[src/hdl/clock_source_map.vh]
// Constants for the system clock source selection and start-up sequencing
`ifndef CLOCK_SOURCE_MAP_VH
`define CLOCK_SOURCE_MAP_VH

// ==========================================
// Selection codes as stored (1 = unprogrammed)
`define SEL_EXT_CLOCK 4'h0
`define SEL_PLL_EXTCLK 4'h1
`define SEL_RC_OSC 4'h2
`define SEL_PLL_RC 4'h3
`define SEL_EXTOSC_BOTH 4'h4
`define SEL_PLL_EXTOSC 4'h5
`define SEL_XTAL_MSB 3

// ==========================================
// Source encodings used on the mux outputs
`define SRC_EXT_CLOCK 2'h0
`define SRC_RC_OSC 2'h1
`define SRC_EXT_OSC 2'h2
`define SRC_PLL_DIV4 2'h3

// ==========================================
// Factory defaults (stored bit patterns)
`define DEFAULT_SOURCE_SELECT 4'h2
`define DEFAULT_STARTUP_SELECT 2'h2
`define DEFAULT_DIV8_STORED 1'h0

// ==========================================
// Timing: watchdog oscillator time-outs, start-up and switch delays, PLL divider, counter width
`define WDT_TIMEOUT_CYCLES 15'h2000
`define WDT_TIMEOUT_MS_5V 65
`define WDT_TIMEOUT_MS_3V 69
`define WDT_SHORT_CYCLES 15'h0200
`define RESET_EXTRA_CK 15'h000e
`define RC_START_CK 15'h0006
`define RES_START_SHORT_CK 15'h0102
`define RES_START_LONG_CK 15'h0400
`define XTAL_START_CK 15'h4000
`define SWITCH_GAP_CK 15'h0002
`define PLL_DIV 4
`define COUNT_W 15

`endif

[src/hdl/clock_select_decode.v]
// Decoder from the stored selection field to system clock and PLL input sources
`timescale 1ns/1ps
`include "clock_source_map.vh"

module clock_select_decode (
  input wire [3:0] i_sel,
  input wire i_later_variant,
  output reg [1:0] o_sys_src,
  output reg [1:0] o_pll_src,
  output reg o_invalid
);

  always @* begin
    o_sys_src = `SRC_RC_OSC;
    o_pll_src = `SRC_RC_OSC;
    o_invalid = 1'b0;
    if (i_sel[`SEL_XTAL_MSB]) begin
      o_sys_src = `SRC_EXT_OSC;
      o_pll_src = `SRC_RC_OSC;
    end else if (!i_later_variant) begin
      case (i_sel)
        `SEL_PLL_RC: o_sys_src = `SRC_PLL_DIV4;
        `SEL_RC_OSC: o_sys_src = `SRC_RC_OSC;
        `SEL_EXT_CLOCK: o_sys_src = `SRC_EXT_CLOCK;
        default: o_invalid = 1'b1;
      endcase
    end else begin
      case (i_sel)
        `SEL_EXTOSC_BOTH: begin
          o_sys_src = `SRC_EXT_OSC;
          o_pll_src = `SRC_EXT_OSC;
        end
        `SEL_PLL_EXTOSC: begin
          o_sys_src = `SRC_PLL_DIV4;
          o_pll_src = `SRC_EXT_OSC;
        end
        `SEL_PLL_RC: o_sys_src = `SRC_PLL_DIV4;
        `SEL_RC_OSC: o_sys_src = `SRC_RC_OSC;
        `SEL_PLL_EXTCLK: begin
          o_sys_src = `SRC_PLL_DIV4;
          o_pll_src = `SRC_EXT_CLOCK;
        end
        `SEL_EXT_CLOCK: o_sys_src = `SRC_EXT_CLOCK;
        default: o_invalid = 1'b1;
      endcase
    end
  end

endmodule

[src/hdl/delay_counter.v]
// Loadable down-counter that advances on a tick and flags completion
`timescale 1ns/1ps
`include "clock_source_map.vh"

module delay_counter (
  input wire i_clk,
  input wire i_rst,
  input wire i_ce,
  input wire i_load,
  input wire [`COUNT_W-1:0] i_count,
  input wire i_tick,
  output reg o_done
);

  reg [`COUNT_W-1:0] remain;

  always @(posedge i_clk) begin
    if (i_rst) begin
      remain <= {`COUNT_W{1'b0}};
      o_done <= 1'b0;
    end else if (i_ce) begin
      if (i_load) begin
        remain <= i_count;
        o_done <= (i_count == {`COUNT_W{1'b0}});
      end else if (i_tick && remain != {`COUNT_W{1'b0}}) begin
        remain <= remain - {{(`COUNT_W-1){1'b0}}, 1'b1};
        o_done <= (remain == {{(`COUNT_W-1){1'b0}}, 1'b1});
      end
    end
  end

endmodule

[src/hdl/clock_source_control.v]
// System clock source selection, domain enables and start-up sequencing
//
// Functional notes
// - Earlier variant: 1xxx crystal, 0011 PLL/4, 0010 RC, 0000 ext clock, the rest reserved.
// - Later variant: 1xxx ext oscillator with RC-fed PLL, 0100 ext oscillator for both.
// - Later variant: 0101 is PLL/4 from a crystal-fed PLL, 0011 PLL/4 from an RC-fed PLL.
// - Later variant: 0001 PLL/4 from ext clock, 0010 RC for both, 0000 ext clock, RC-fed PLL.
// - Each stored selection bit reads one as unprogrammed and zero as programmed.
// - The PLL gives 64 or 32 MHz to the power stage controllers and a 16 MHz core clock.
// - After power-down or power-save, start-up is timed on the selected source before running.
// - After reset an extra stabilisation delay is counted on watchdog oscillator cycles.
// - One reset time-out is 8192 watchdog oscillator cycles.
// - Clocks of unused modules can be stopped through sleep requests.
// - Stopping the core clock stops the core register file, status and stack.
// - The peripheral clock feeds timers and serial units; async interrupts still wake it.
// - The program memory clock runs whenever the core clock runs.
// - The converter clock keeps running while core and peripheral clocks are stopped.
// - Factory default is RC oscillator, start-up select 10, divide-by-eight programmed.
`timescale 1ns/1ps
`include "clock_source_map.vh"

module clock_source_control #(
  parameter [`COUNT_W-1:0] WDT_TIMEOUT = `WDT_TIMEOUT_CYCLES,
  parameter [`COUNT_W-1:0] XTAL_START = `XTAL_START_CK
) (
  input wire i_clk,
  input wire i_rst,
  input wire i_ce,
  input wire i_later_variant,
  input wire i_fuse_programmed,
  input wire [3:0] i_clock_source_select_field,
  input wire [1:0] i_startup_time_select,
  input wire i_divide_by_eight_option,
  input wire i_fast_64,
  input wire i_wdt_tick,
  input wire i_src_tick,
  input wire i_ext_clock_ready,
  input wire i_rc_ready,
  input wire i_ext_osc_ready,
  input wire i_pll_lock,
  input wire i_power_down,
  input wire i_stop_core,
  input wire i_stop_peripheral,
  input wire i_stop_converter,
  input wire i_async_wake,
  output reg [1:0] o_sys_src,
  output reg [1:0] o_pll_src,
  output reg o_pll_enable,
  output reg o_fast_64,
  output reg o_div8_active,
  output reg o_cfg_invalid,
  output reg o_core_clock_en,
  output reg o_peripheral_clock_en,
  output reg o_program_memory_clock_en,
  output reg o_converter_clock_en,
  output reg o_fast_multiplied_clock_en,
  output reg o_cpu_run
);

  // ==========================================
  // Sequencer states
  localparam ST_LATCH = 3'h0;
  localparam ST_RST_DLY = 3'h1;
  localparam ST_SWITCH = 3'h2;
  localparam ST_START = 3'h3;
  localparam ST_RUN = 3'h4;
  localparam ST_SLEEP = 3'h5;
  localparam ST_FAULT = 3'h6;

  localparam [`COUNT_W-1:0] CNT_WDT_LONG = WDT_TIMEOUT;
  localparam [`COUNT_W-1:0] CNT_WDT_SHORT = `WDT_SHORT_CYCLES;
  localparam [`COUNT_W-1:0] CNT_EXTRA = `RESET_EXTRA_CK;
  localparam [`COUNT_W-1:0] CNT_RC = `RC_START_CK;
  localparam [`COUNT_W-1:0] CNT_RES_S = `RES_START_SHORT_CK;
  localparam [`COUNT_W-1:0] CNT_RES_L = `RES_START_LONG_CK;
  localparam [`COUNT_W-1:0] CNT_XTAL = XTAL_START;
  localparam [`COUNT_W-1:0] CNT_GAP = `SWITCH_GAP_CK;
  localparam [`COUNT_W-1:0] CNT_ZERO = {`COUNT_W{1'b0}};

  reg [2:0] state;
  reg [2:0] next_state;
  reg [3:0] sel;
  reg [1:0] startup_time_select;
  reg div8_stored;
  reg wdt_load;
  reg src_load;
  reg [`COUNT_W-1:0] wdt_count;
  reg [`COUNT_W-1:0] src_count;
  reg src_ready;
  reg from_reset;
  reg next_run;
  reg next_core_en;
  reg next_peripheral_en;
  reg next_converter_en;
  reg next_pll_enable;
  reg next_pll_clock_en;

  wire [1:0] dec_sys;
  wire [1:0] dec_pll;
  wire dec_invalid;
  wire wdt_done;
  wire src_done;
  wire pll_used;
  wire take_fuses;
  wire [1:0] load_sut;
  wire [`COUNT_W-1:0] src_load_count;

  // ==========================================
  // Selection decode
  clock_select_decode u_decode (
    .i_sel(sel),
    .i_later_variant(i_later_variant),
    .o_sys_src(dec_sys),
    .o_pll_src(dec_pll),
    .o_invalid(dec_invalid)
  );

  assign pll_used = (dec_sys == `SRC_PLL_DIV4) | (dec_pll != `SRC_RC_OSC) | i_fast_64;

  // Fuse bits are taken on the first enabled edge after reset, if the fuses are programmed
  assign take_fuses = i_ce && state == ST_LATCH && i_fuse_programmed;
  // The reset delay loads on that same edge, so it must see the incoming start-up bits
  assign load_sut = take_fuses ? i_startup_time_select : startup_time_select;
  // Switch gap on the way into the switch state, start-up count otherwise
  assign src_load_count = (next_state == ST_SWITCH) ? CNT_GAP : src_count;

  // ==========================================
  // Configuration capture, taken after reset release rather than under reset
  always @(posedge i_clk) begin
    if (i_rst) begin
      sel <= `DEFAULT_SOURCE_SELECT;
      startup_time_select <= `DEFAULT_STARTUP_SELECT;
      div8_stored <= `DEFAULT_DIV8_STORED;
    end else if (take_fuses) begin
      sel <= i_clock_source_select_field;
      startup_time_select <= i_startup_time_select;
      div8_stored <= i_divide_by_eight_option;
    end
  end

  // ==========================================
  // Delay amounts
  always @* begin
    wdt_count = CNT_EXTRA;
    case (load_sut)
      2'h0: wdt_count = CNT_EXTRA;
      2'h1: wdt_count = CNT_WDT_SHORT;
      2'h2: wdt_count = CNT_WDT_LONG;
      default: wdt_count = CNT_WDT_SHORT;
    endcase
  end

  // Crystal start-up follows the low selection bit and start-up select
  always @* begin
    src_count = CNT_RC;
    if (sel[`SEL_XTAL_MSB] || dec_sys == `SRC_EXT_OSC) begin
      if (!sel[0])
        src_count = startup_time_select[1] ? CNT_RES_L : CNT_RES_S;
      else
        src_count = (startup_time_select == 2'h0) ? CNT_RES_L : CNT_XTAL;
    end
    if (!from_reset && src_count == CNT_ZERO)
      src_count = CNT_RC;
  end

  always @* begin
    case (dec_sys)
      `SRC_EXT_CLOCK: src_ready = i_ext_clock_ready;
      `SRC_RC_OSC: src_ready = i_rc_ready;
      `SRC_EXT_OSC: src_ready = i_ext_osc_ready;
      default: src_ready = i_pll_lock;
    endcase
  end

  // ==========================================
  // Counters: one on the watchdog oscillator, one on the selected source
  delay_counter u_wdt_cnt (
    .i_clk(i_clk),
    .i_rst(i_rst),
    .i_ce(i_ce),
    .i_load(wdt_load),
    .i_count(wdt_count),
    .i_tick(i_wdt_tick),
    .o_done(wdt_done)
  );

  delay_counter u_src_cnt (
    .i_clk(i_clk),
    .i_rst(i_rst),
    .i_ce(i_ce),
    .i_load(src_load),
    .i_count(src_load_count),
    .i_tick(i_src_tick),
    .o_done(src_done)
  );

  // ==========================================
  // Sequencer
  always @* begin
    next_state = state;
    wdt_load = 1'b0;
    src_load = 1'b0;
    case (state)
      ST_LATCH: begin
        next_state = ST_RST_DLY;
        wdt_load = 1'b1;
      end
      ST_RST_DLY: begin
        if (dec_invalid)
          next_state = ST_FAULT;
        else if (wdt_done) begin
          next_state = ST_SWITCH;
          src_load = 1'b1;
        end
      end
      ST_SWITCH: begin
        if (src_done) begin
          next_state = ST_START;
          src_load = 1'b1;
        end
      end
      ST_START: begin
        if (src_done && src_ready)
          next_state = ST_RUN;
      end
      ST_RUN: begin
        if (i_power_down)
          next_state = ST_SLEEP;
      end
      ST_SLEEP: begin
        if (i_async_wake) begin
          next_state = ST_START;
          src_load = 1'b1;
        end
      end
      ST_FAULT: next_state = ST_FAULT;
      default: next_state = ST_LATCH;
    endcase
  end

  always @(posedge i_clk) begin
    if (i_rst) begin
      state <= ST_LATCH;
      from_reset <= 1'b1;
    end else if (i_ce) begin
      state <= next_state;
      if (state == ST_SLEEP)
        from_reset <= 1'b0;
    end
  end

  // ==========================================
  // Domain enables, worked out one cycle ahead so they rise as the state enters run
  always @* begin
    next_run = (next_state == ST_RUN);
    next_core_en = next_run && !i_stop_core;
    next_peripheral_en = next_run && !i_stop_peripheral;
    // Converter keeps running in sleep so conversions see less digital noise
    next_converter_en = (next_run || next_state == ST_SLEEP) && !i_stop_converter;
    next_pll_enable = pll_used && state != ST_SLEEP && state != ST_FAULT &&
                      state != ST_LATCH;
    next_pll_clock_en = next_run && pll_used && i_pll_lock;
  end

  // ==========================================
  // Source mux; it only moves while every domain is gated, so no runt edges
  always @(posedge i_clk) begin
    if (i_rst) begin
      o_sys_src <= `SRC_RC_OSC;
      o_pll_src <= `SRC_RC_OSC;
    end else if (i_ce && state == ST_SWITCH) begin
      o_sys_src <= dec_sys;
      o_pll_src <= dec_pll;
    end
  end

  // ==========================================
  // Registered outputs
  always @(posedge i_clk) begin
    if (i_rst) begin
      o_pll_enable <= 1'b0;
      o_fast_64 <= 1'b0;
      o_div8_active <= 1'b0;
      o_cfg_invalid <= 1'b0;
      o_core_clock_en <= 1'b0;
      o_peripheral_clock_en <= 1'b0;
      o_program_memory_clock_en <= 1'b0;
      o_converter_clock_en <= 1'b0;
      o_fast_multiplied_clock_en <= 1'b0;
      o_cpu_run <= 1'b0;
    end else if (i_ce) begin
      o_div8_active <= ~div8_stored;
      o_cfg_invalid <= dec_invalid && state != ST_LATCH;
      o_fast_64 <= i_fast_64;
      o_pll_enable <= next_pll_enable;
      o_fast_multiplied_clock_en <= next_pll_clock_en;
      o_cpu_run <= next_core_en;
      o_core_clock_en <= next_core_en;
      o_program_memory_clock_en <= next_core_en;
      o_peripheral_clock_en <= next_peripheral_en;
      o_converter_clock_en <= next_converter_en;
    end
  end

endmodule

[config.mk]
export PLATFORM = sky130hd
export DESIGN_NAME = clock_source_control
export DESIGN_NICKNAME = d
export VERILOG_FILES = /design/src/hdl/clock_select_decode.v /design/src/hdl/delay_counter.v /design/src/hdl/clock_source_control.v
export VERILOG_INCLUDE_DIRS = /design/src /design/src/hdl
export SDC_FILE = /design/constraint.sdc
export NUM_CORES = 1
export LEC_CHECK = 0
export BUFFER_PORTS_ARGS = -buffer_cell sky130_fd_sc_hd__buf_2
export CAP_MARGIN = 20
export CORE_AREA = 2 2 92 94
export DETAILED_ROUTE_END_ITERATION = 6
export DIE_AREA = 0 0 94 96
export GPL_ROUTABILITY_DRIVEN = 0
export SLEW_MARGIN = 20
export SYNTH_ARGS = -nofsm -noshare
export SYNTH_HDL_FRONTEND = slang
export SYNTH_SLANG_ARGS = --single-unit
export TNS_END_PERCENT = 5
[constraint.sdc]
create_clock -name i_clk -period 2.35 [get_ports i_clk]
set_input_delay 0.1175 -clock i_clk [delete_from_list [all_inputs] [get_ports i_clk]]
set_output_delay 0.1175 -clock i_clk [all_outputs]
set_load 0.1 [all_outputs]
==> results of run 1 <==
-- area by class of cell --
class	instances	area share
Clock inverter	2	0.0107
Timing Repair Buffer	51	0.0834
Sequential cell	54	0.308
Tap cell	105	0.0374
Multi-Input combinational cell	301	0.522
Clock buffer	6	0.0207
Inverter	17	0.0182
-- power by group --
part	switching, uW	total (uW)	internal, uW
Sequential	198	1280	1080
Clock	313	632	319
Combinational	877	1530	648
Total	1390	3430	2050
-- synthesized netlist by cell type, types with 9 or more instances --
cell      count
inv_1        16
nand2_1      38
nand3_1      14
o21ai_0      20
a21oi_1      23
nor3_1       13
or3_1        11
nor2_1       43
dfxtp_1      54
nand4_1       9
clkbuf_1     14
-- kinds of logic after synthesis --
kind of cell | count (synthesis) | share of synthesized area
and+or+nand+nor | 187 | 0.327
AOI/OAI and AO/OA | 97 | 0.209
DFF | 54 | 0.348
buffers and inverters | 42 | 0.0617
xor gates and xnor gates | 10 | 0.0282
adders and majority gates | 4 | 0.0161
muxes | 3 | 0.00968
-- through the flow --
step	setup slack (ns)	power, uW
after CTS	0.150	3450
after global routing	0.0547	3720
after detailed placement	0.172	2810
final	0.187	3430
after global placement	0.223	2790
after floorplan	0.422	2380
-- state kept, by name (all words and copies together), names as in the netlist --
register                    cells
u_src_cnt.remain               15
u_wdt_cnt.remain               15
sel                             4
state                           3
o_pll_src                       2
o_sys_src                       2
startup_time_select             2
div8_stored                     1
o_cfg_invalid                   1
o_converter_clock_en            1
o_cpu_run                       1
o_div8_active                   1
o_fast_64                       1
o_fast_multiplied_clock_en      1
o_peripheral_clock_en           1
o_pll_enable                    1
u_src_cnt.o_done                1
u_wdt_cnt.o_done                1
-- per-layer routing --
layer  track usage  routed length, um  vias to the layer above  share of wire
met5             0                  0                        -              0
li1              -                  -                     1521              -
met2         0.285               3410                       55           0.44
met3        0.0266                313                        5          0.040
met1         0.259               3990                     1445           0.51
met4        0.0290                 36                        0         0.0046
-- critical path: stages (launching register included) --
cell and delay (ns):
dfxtp_1 0.49, nand2b_1 0.30, nand3_1 0.11, a221oi_1 0.52, o21ai_0 0.30, o31a_1 0.34
-- timing repair --
| action | in CTS | in global routing |
|---|---|---|
| gates resized for setup | 0 | 1 |
| hold buffers | 1 | 0 |
| setup endpoints to repair | 0 | 8 |
| endpoints found under the hold margin | 1 | 0 |
| setup buffers | 0 | 0 |
-- path summary, 6_finish.rpt --
kind / startpoint / to / slack, ns / depth (start not counted)
worst max-delay path: sel[1] / state[0] / 0.19 / 5
worst min-delay path: i_clock_source_select_field[1] / sel[1] / 0.02 / 3
worst max register to register: sel[1] / state[0] / 0.19 / 5
worst min register to register: o_converter_clock_en / o_converter_clock_en / 0.46 / 2
==> flow_metrics.tcl, run 1 <==
set metrics [dict create \
    status "finished clean" \
    cp-end-kind "register" \
    regArea_um2 1080 \
    crit_type "reg -> reg" \
    grt_max_degree 29 \
    yosysWarnings 0 \
    setup_viol 0 \
    vias_per_cell 5.65 \
    hold_viol 0 \
    multi_input_area_um2 1830 \
    grt_pass1_wl_mm 13.1 \
    first_global_vias 2795 \
    gr-total-overflow 0 \
    synth_seq_area_share 0.348 \
    clock_path_buffers 2 \
    synth_area_leaders "dfxtp_1 35%, nor2_1 5.2%, nand2_1 4.6%, a21oi_1 3.7%, o21ai_0 3.2%" \
    port_buffers 37 \
    arrival_ns 2.37 \
    finalSetupTns_ns 0 \
    whs_ns 0.0217 \
    first_pass_iters 4 \
    antenna_cells 0 \
    start_util 0.385 \
    clock_latency_ns 0.31 \
    syn_inst 397 \
    utilization 0.436 \
    ir_worst_vdd_mv 0.448 \
    p_per_area_nw_per_um2 978 \
    mostFrequentLayoutCells "54 x dfxtp_1, 43 x nor2_1, 38 x nand2_1, 37 x buf_2, 23 x a21oi_1" \
    synth_edf_count 0 \
    cts_tree "yes" \
    post_layout_nonfiller_instances 536 \
    clockRootBuffer "clkbuf_8" \
    wl_per_cell_um 14.5 \
    holdCritPathClass "in -> reg" \
    hpwl_mm 5.70 \
    fill_cells 847 \
    cts.htree.levels 2 \
    maxSlewViolCount 0 \
    fin_crit_ns 2.16 \
    drc 0 \
    cts_made_buffers 5 \
    avgSynthCellArea_um2 7.82 \
    cp-start-kind "register" \
    synthDistinctLibCells 57 \
    async_flop_share 0 \
    rsz0062_at_grt "false" \
    placed_cell_area_um2 3390 \
    synth_seq_cells 54 \
    core_area_um2 8050 \
    syn2layout_area_growth_pct 13.1 \
    relSlewSlack 0.564 \
    drive_gt1_frac 0.148 \
    skew_ns 0.00894 \
    drtAntennaViolNets 0 \
    yosys.area.top_type "dfxtp_1" \
    core.rowCount 33 \
    max_slew.worst_pin.slew_ns 0.651 \
    total_leakage_power_uw 0.00133 \
    worstPathRequired_ns 2.56 \
    cts.sinks 54 \
    io_pins 38 \
    die_area_um2 9020 \
    die_h_um 96 \
    design_area_um2 3510 \
    cap_violations 0 \
    place_inst 527 \
    syn-num-nets 425 \
    clkTransAtPathRegs_ns 0.10 \
    antenna_found_initial 0 \
    synth_area_um2 3100 \
    dr_total_vias 3026 \
    grtUsageTotal 0.178 \
    final_common_cell "dfxtp_1" \
    cp_max_fo 10 \
    ys.flop_type "dfxtp_1" \
    routed_wl_mm 7.75 \
    nNetsFinal 458 \
    synth_top_area_frac 0.348 \
    fmax_mhz 462 \
    post-route-period-util 0.921 \
    drt-initial-drc-count 142 \
    die_w_um 94 \
]
Note: power is estimated with default switching activity, not from simulation.
==> inputs of run 2 (changes only) <==
--- a/config.mk
+++ b/config.mk
@@ -8,10 +8,11 @@
 export LEC_CHECK = 0
 export BUFFER_PORTS_ARGS = -buffer_cell sky130_fd_sc_hd__buf_2
 export CAP_MARGIN = 20
-export CORE_AREA = 2 2 92 94
+export CORE_AREA = 2 2 82 84
 export DETAILED_ROUTE_END_ITERATION = 6
-export DIE_AREA = 0 0 94 96
+export DIE_AREA = 0 0 84 86
 export GPL_ROUTABILITY_DRIVEN = 0
+export PLACE_DENSITY = 0.69
 export SLEW_MARGIN = 20
 export SYNTH_ARGS = -nofsm -noshare
 export SYNTH_HDL_FRONTEND = slang
==> run 2 against run 1 <==
  * Sequential cell count stayed put
  * Worst hold slack improved by 0.013 ns
  * Combinational power about the same
  * Critical endpoint is now u_wdt_cnt.remain[6]
  * Largest cell class unchanged
  * Largest power group unchanged
==> flow_metrics.tcl, run 2 (synthesis gave the netlist of run 1 again) <==
set metrics [dict create \
    status "finished clean" \
    cp-end-kind "register" \
    drc 0 \
    p_per_area_nw_per_um2 960 \
    hold_viol 0 \
    drive_gt1_frac 0.150 \
    antenna_found_initial 0 \
    reg_top3 "u_src_cnt.remain x15, u_wdt_cnt.remain x15, sel x4" \
    setup_viol 0 \
    rsz0062_at_grt "false" \
    clock_path_buffers 2 \
    die_area_um2 7220 \
    cts_setup_buffers 0 \
    first_pass_iters 5 \
    design_area_um2 3460 \
    core_area_um2 6280 \
    port_buffers 37 \
    nNetsFinal 459 \
    cap_violations 0 \
    ir_worst_vdd_mv 0.920 \
    gr-total-overflow 0 \
    vias_per_cell 5.91 \
    core.rowCount 29 \
    max_slew.worst_pin.slew_ns 0.710 \
    grt_pass1_wl_mm 12.9 \
    antenna_cells 0 \
    io_pins 38 \
    cp_max_fo 20 \
    cp-start-kind "register" \
    crit_type "reg -> reg" \
    fmax_mhz 469 \
    fill_cells 606 \
    placed_cell_area_um2 3360 \
    post-route-period-util 0.908 \
    wl_per_cell_um 14.9 \
    first_global_vias 2738 \
    cts.sinks 54 \
    syn2layout_area_growth_pct 11.5 \
    die_w_um 84 \
    clock_latency_ns 0.31 \
    clkTransAtPathRegs_ns 0.10 \
    relSlewSlack 0.525 \
    maxSlewViolCount 0 \
    total_leakage_power_uw 0.00133 \
    hpwl_mm 5.64 \
    die_h_um 86 \
    grtUsageTotal 0.216 \
    routed_wl_mm 7.57 \
    final_common_cell "dfxtp_1" \
    worstPathRequired_ns 2.61 \
    cts_made_buffers 5 \
    arrival_ns 2.39 \
    drt-initial-drc-count 159 \
    drtAntennaViolNets 0 \
    holdCritPathClass "in -> reg" \
    finalSetupTns_ns 0 \
    clockRootBuffer "clkbuf_8" \
    dr_total_vias 3010 \
    fin_crit_ns 2.13 \
    skew_ns 0.00928 \
    mostFrequentLayoutCells "54 x dfxtp_1, 43 x nor2_1, 38 x nand2_1, 37 x buf_2, 23 x a21oi_1" \
    cts_tree "yes" \
    cts.htree.levels 2 \
    grt_max_degree 29 \
    start_util 0.494 \
]
run 2: cell types whose count changed in the layout (fill, tap and decap cells not counted), sizes merged:
cell,previous run,this run
clkinv,0,2
buf,50,51
bufinv,1,0
clkinvlp,1,0
run 2: per-stage QoR:
stage	hold WS (ns)	instances	utilization	setup WS, ns	total power [uW]
floorplan	0.218	397	-	0.422	2380
global placement	0.320	500	0.536	0.243	2770
CTS	0.0288	509	0.551	0.122	3330
finish	0.0349	509	0.551	0.216	3320
detailed placement	0.319	500	0.536	0.150	2810
global route	0.0523	509	0.551	0.0488	3600
run 2: per-layer routing:
layer,vias to the layer above,GRT usage,share of wire
li1,1519,-,-
met1,1381,0.311,0.49
met2,99,0.332,0.44
met3,11,0.0337,0.063
met4,0,0.0674,0.016
met5,-,0,0
run 2: worst max-delay path: stages (launching register included):
cell,delay [ns]
dfxtp_1,0.40
inv_1,0.11
ha_1,0.27
nor3b_1,0.17
and4_1,0.23
o21a_2,0.31
or4_1,0.53
nand2_1,0.07
run 2: final cells by class:
cell class | instances | area (um2) | area share
multi-input combinational | 301 | 1830 | 0.529
inverter | 17 | 63.8 | 0.0184
clock inverter | 2 | 13.8 | 0.00398
sequential | 54 | 1080 | 0.312
tap | 77 | 96.3 | 0.0278
timing repair buffer | 52 | 300 | 0.0868
clock buffer | 6 | 72.6 | 0.0210
run 2: where the power goes:
group / internal (uW) / total, uW / switching, uW
sequential: 1080 / 1280 / 200
combinational: 651 / 1530 / 875
clock: 211 / 516 / 305
run 2: final timing paths:
| path | depth (start not counted) | from | slack [ns] | to |
|---|---|---|---|---|
| setup / recovery | 7 | u_wdt_cnt.remain[0] | 0.22 | u_wdt_cnt.remain[6] |
| hold / removal | 3 | i_clock_source_select_field[1] | 0.03 | sel[1] |
| setup reg to reg | 7 | u_wdt_cnt.remain[0] | 0.22 | u_wdt_cnt.remain[6] |
| hold reg to reg | 1 | div8_stored | 0.45 | o_div8_active |
run 2: repair_timing:
action | in CTS | in global routing
hold endpoints to repair | 1 | 0
hold buffers | 1 | 0
resized for setup | 0 | 1
setup endpoints to repair | 0 | 9
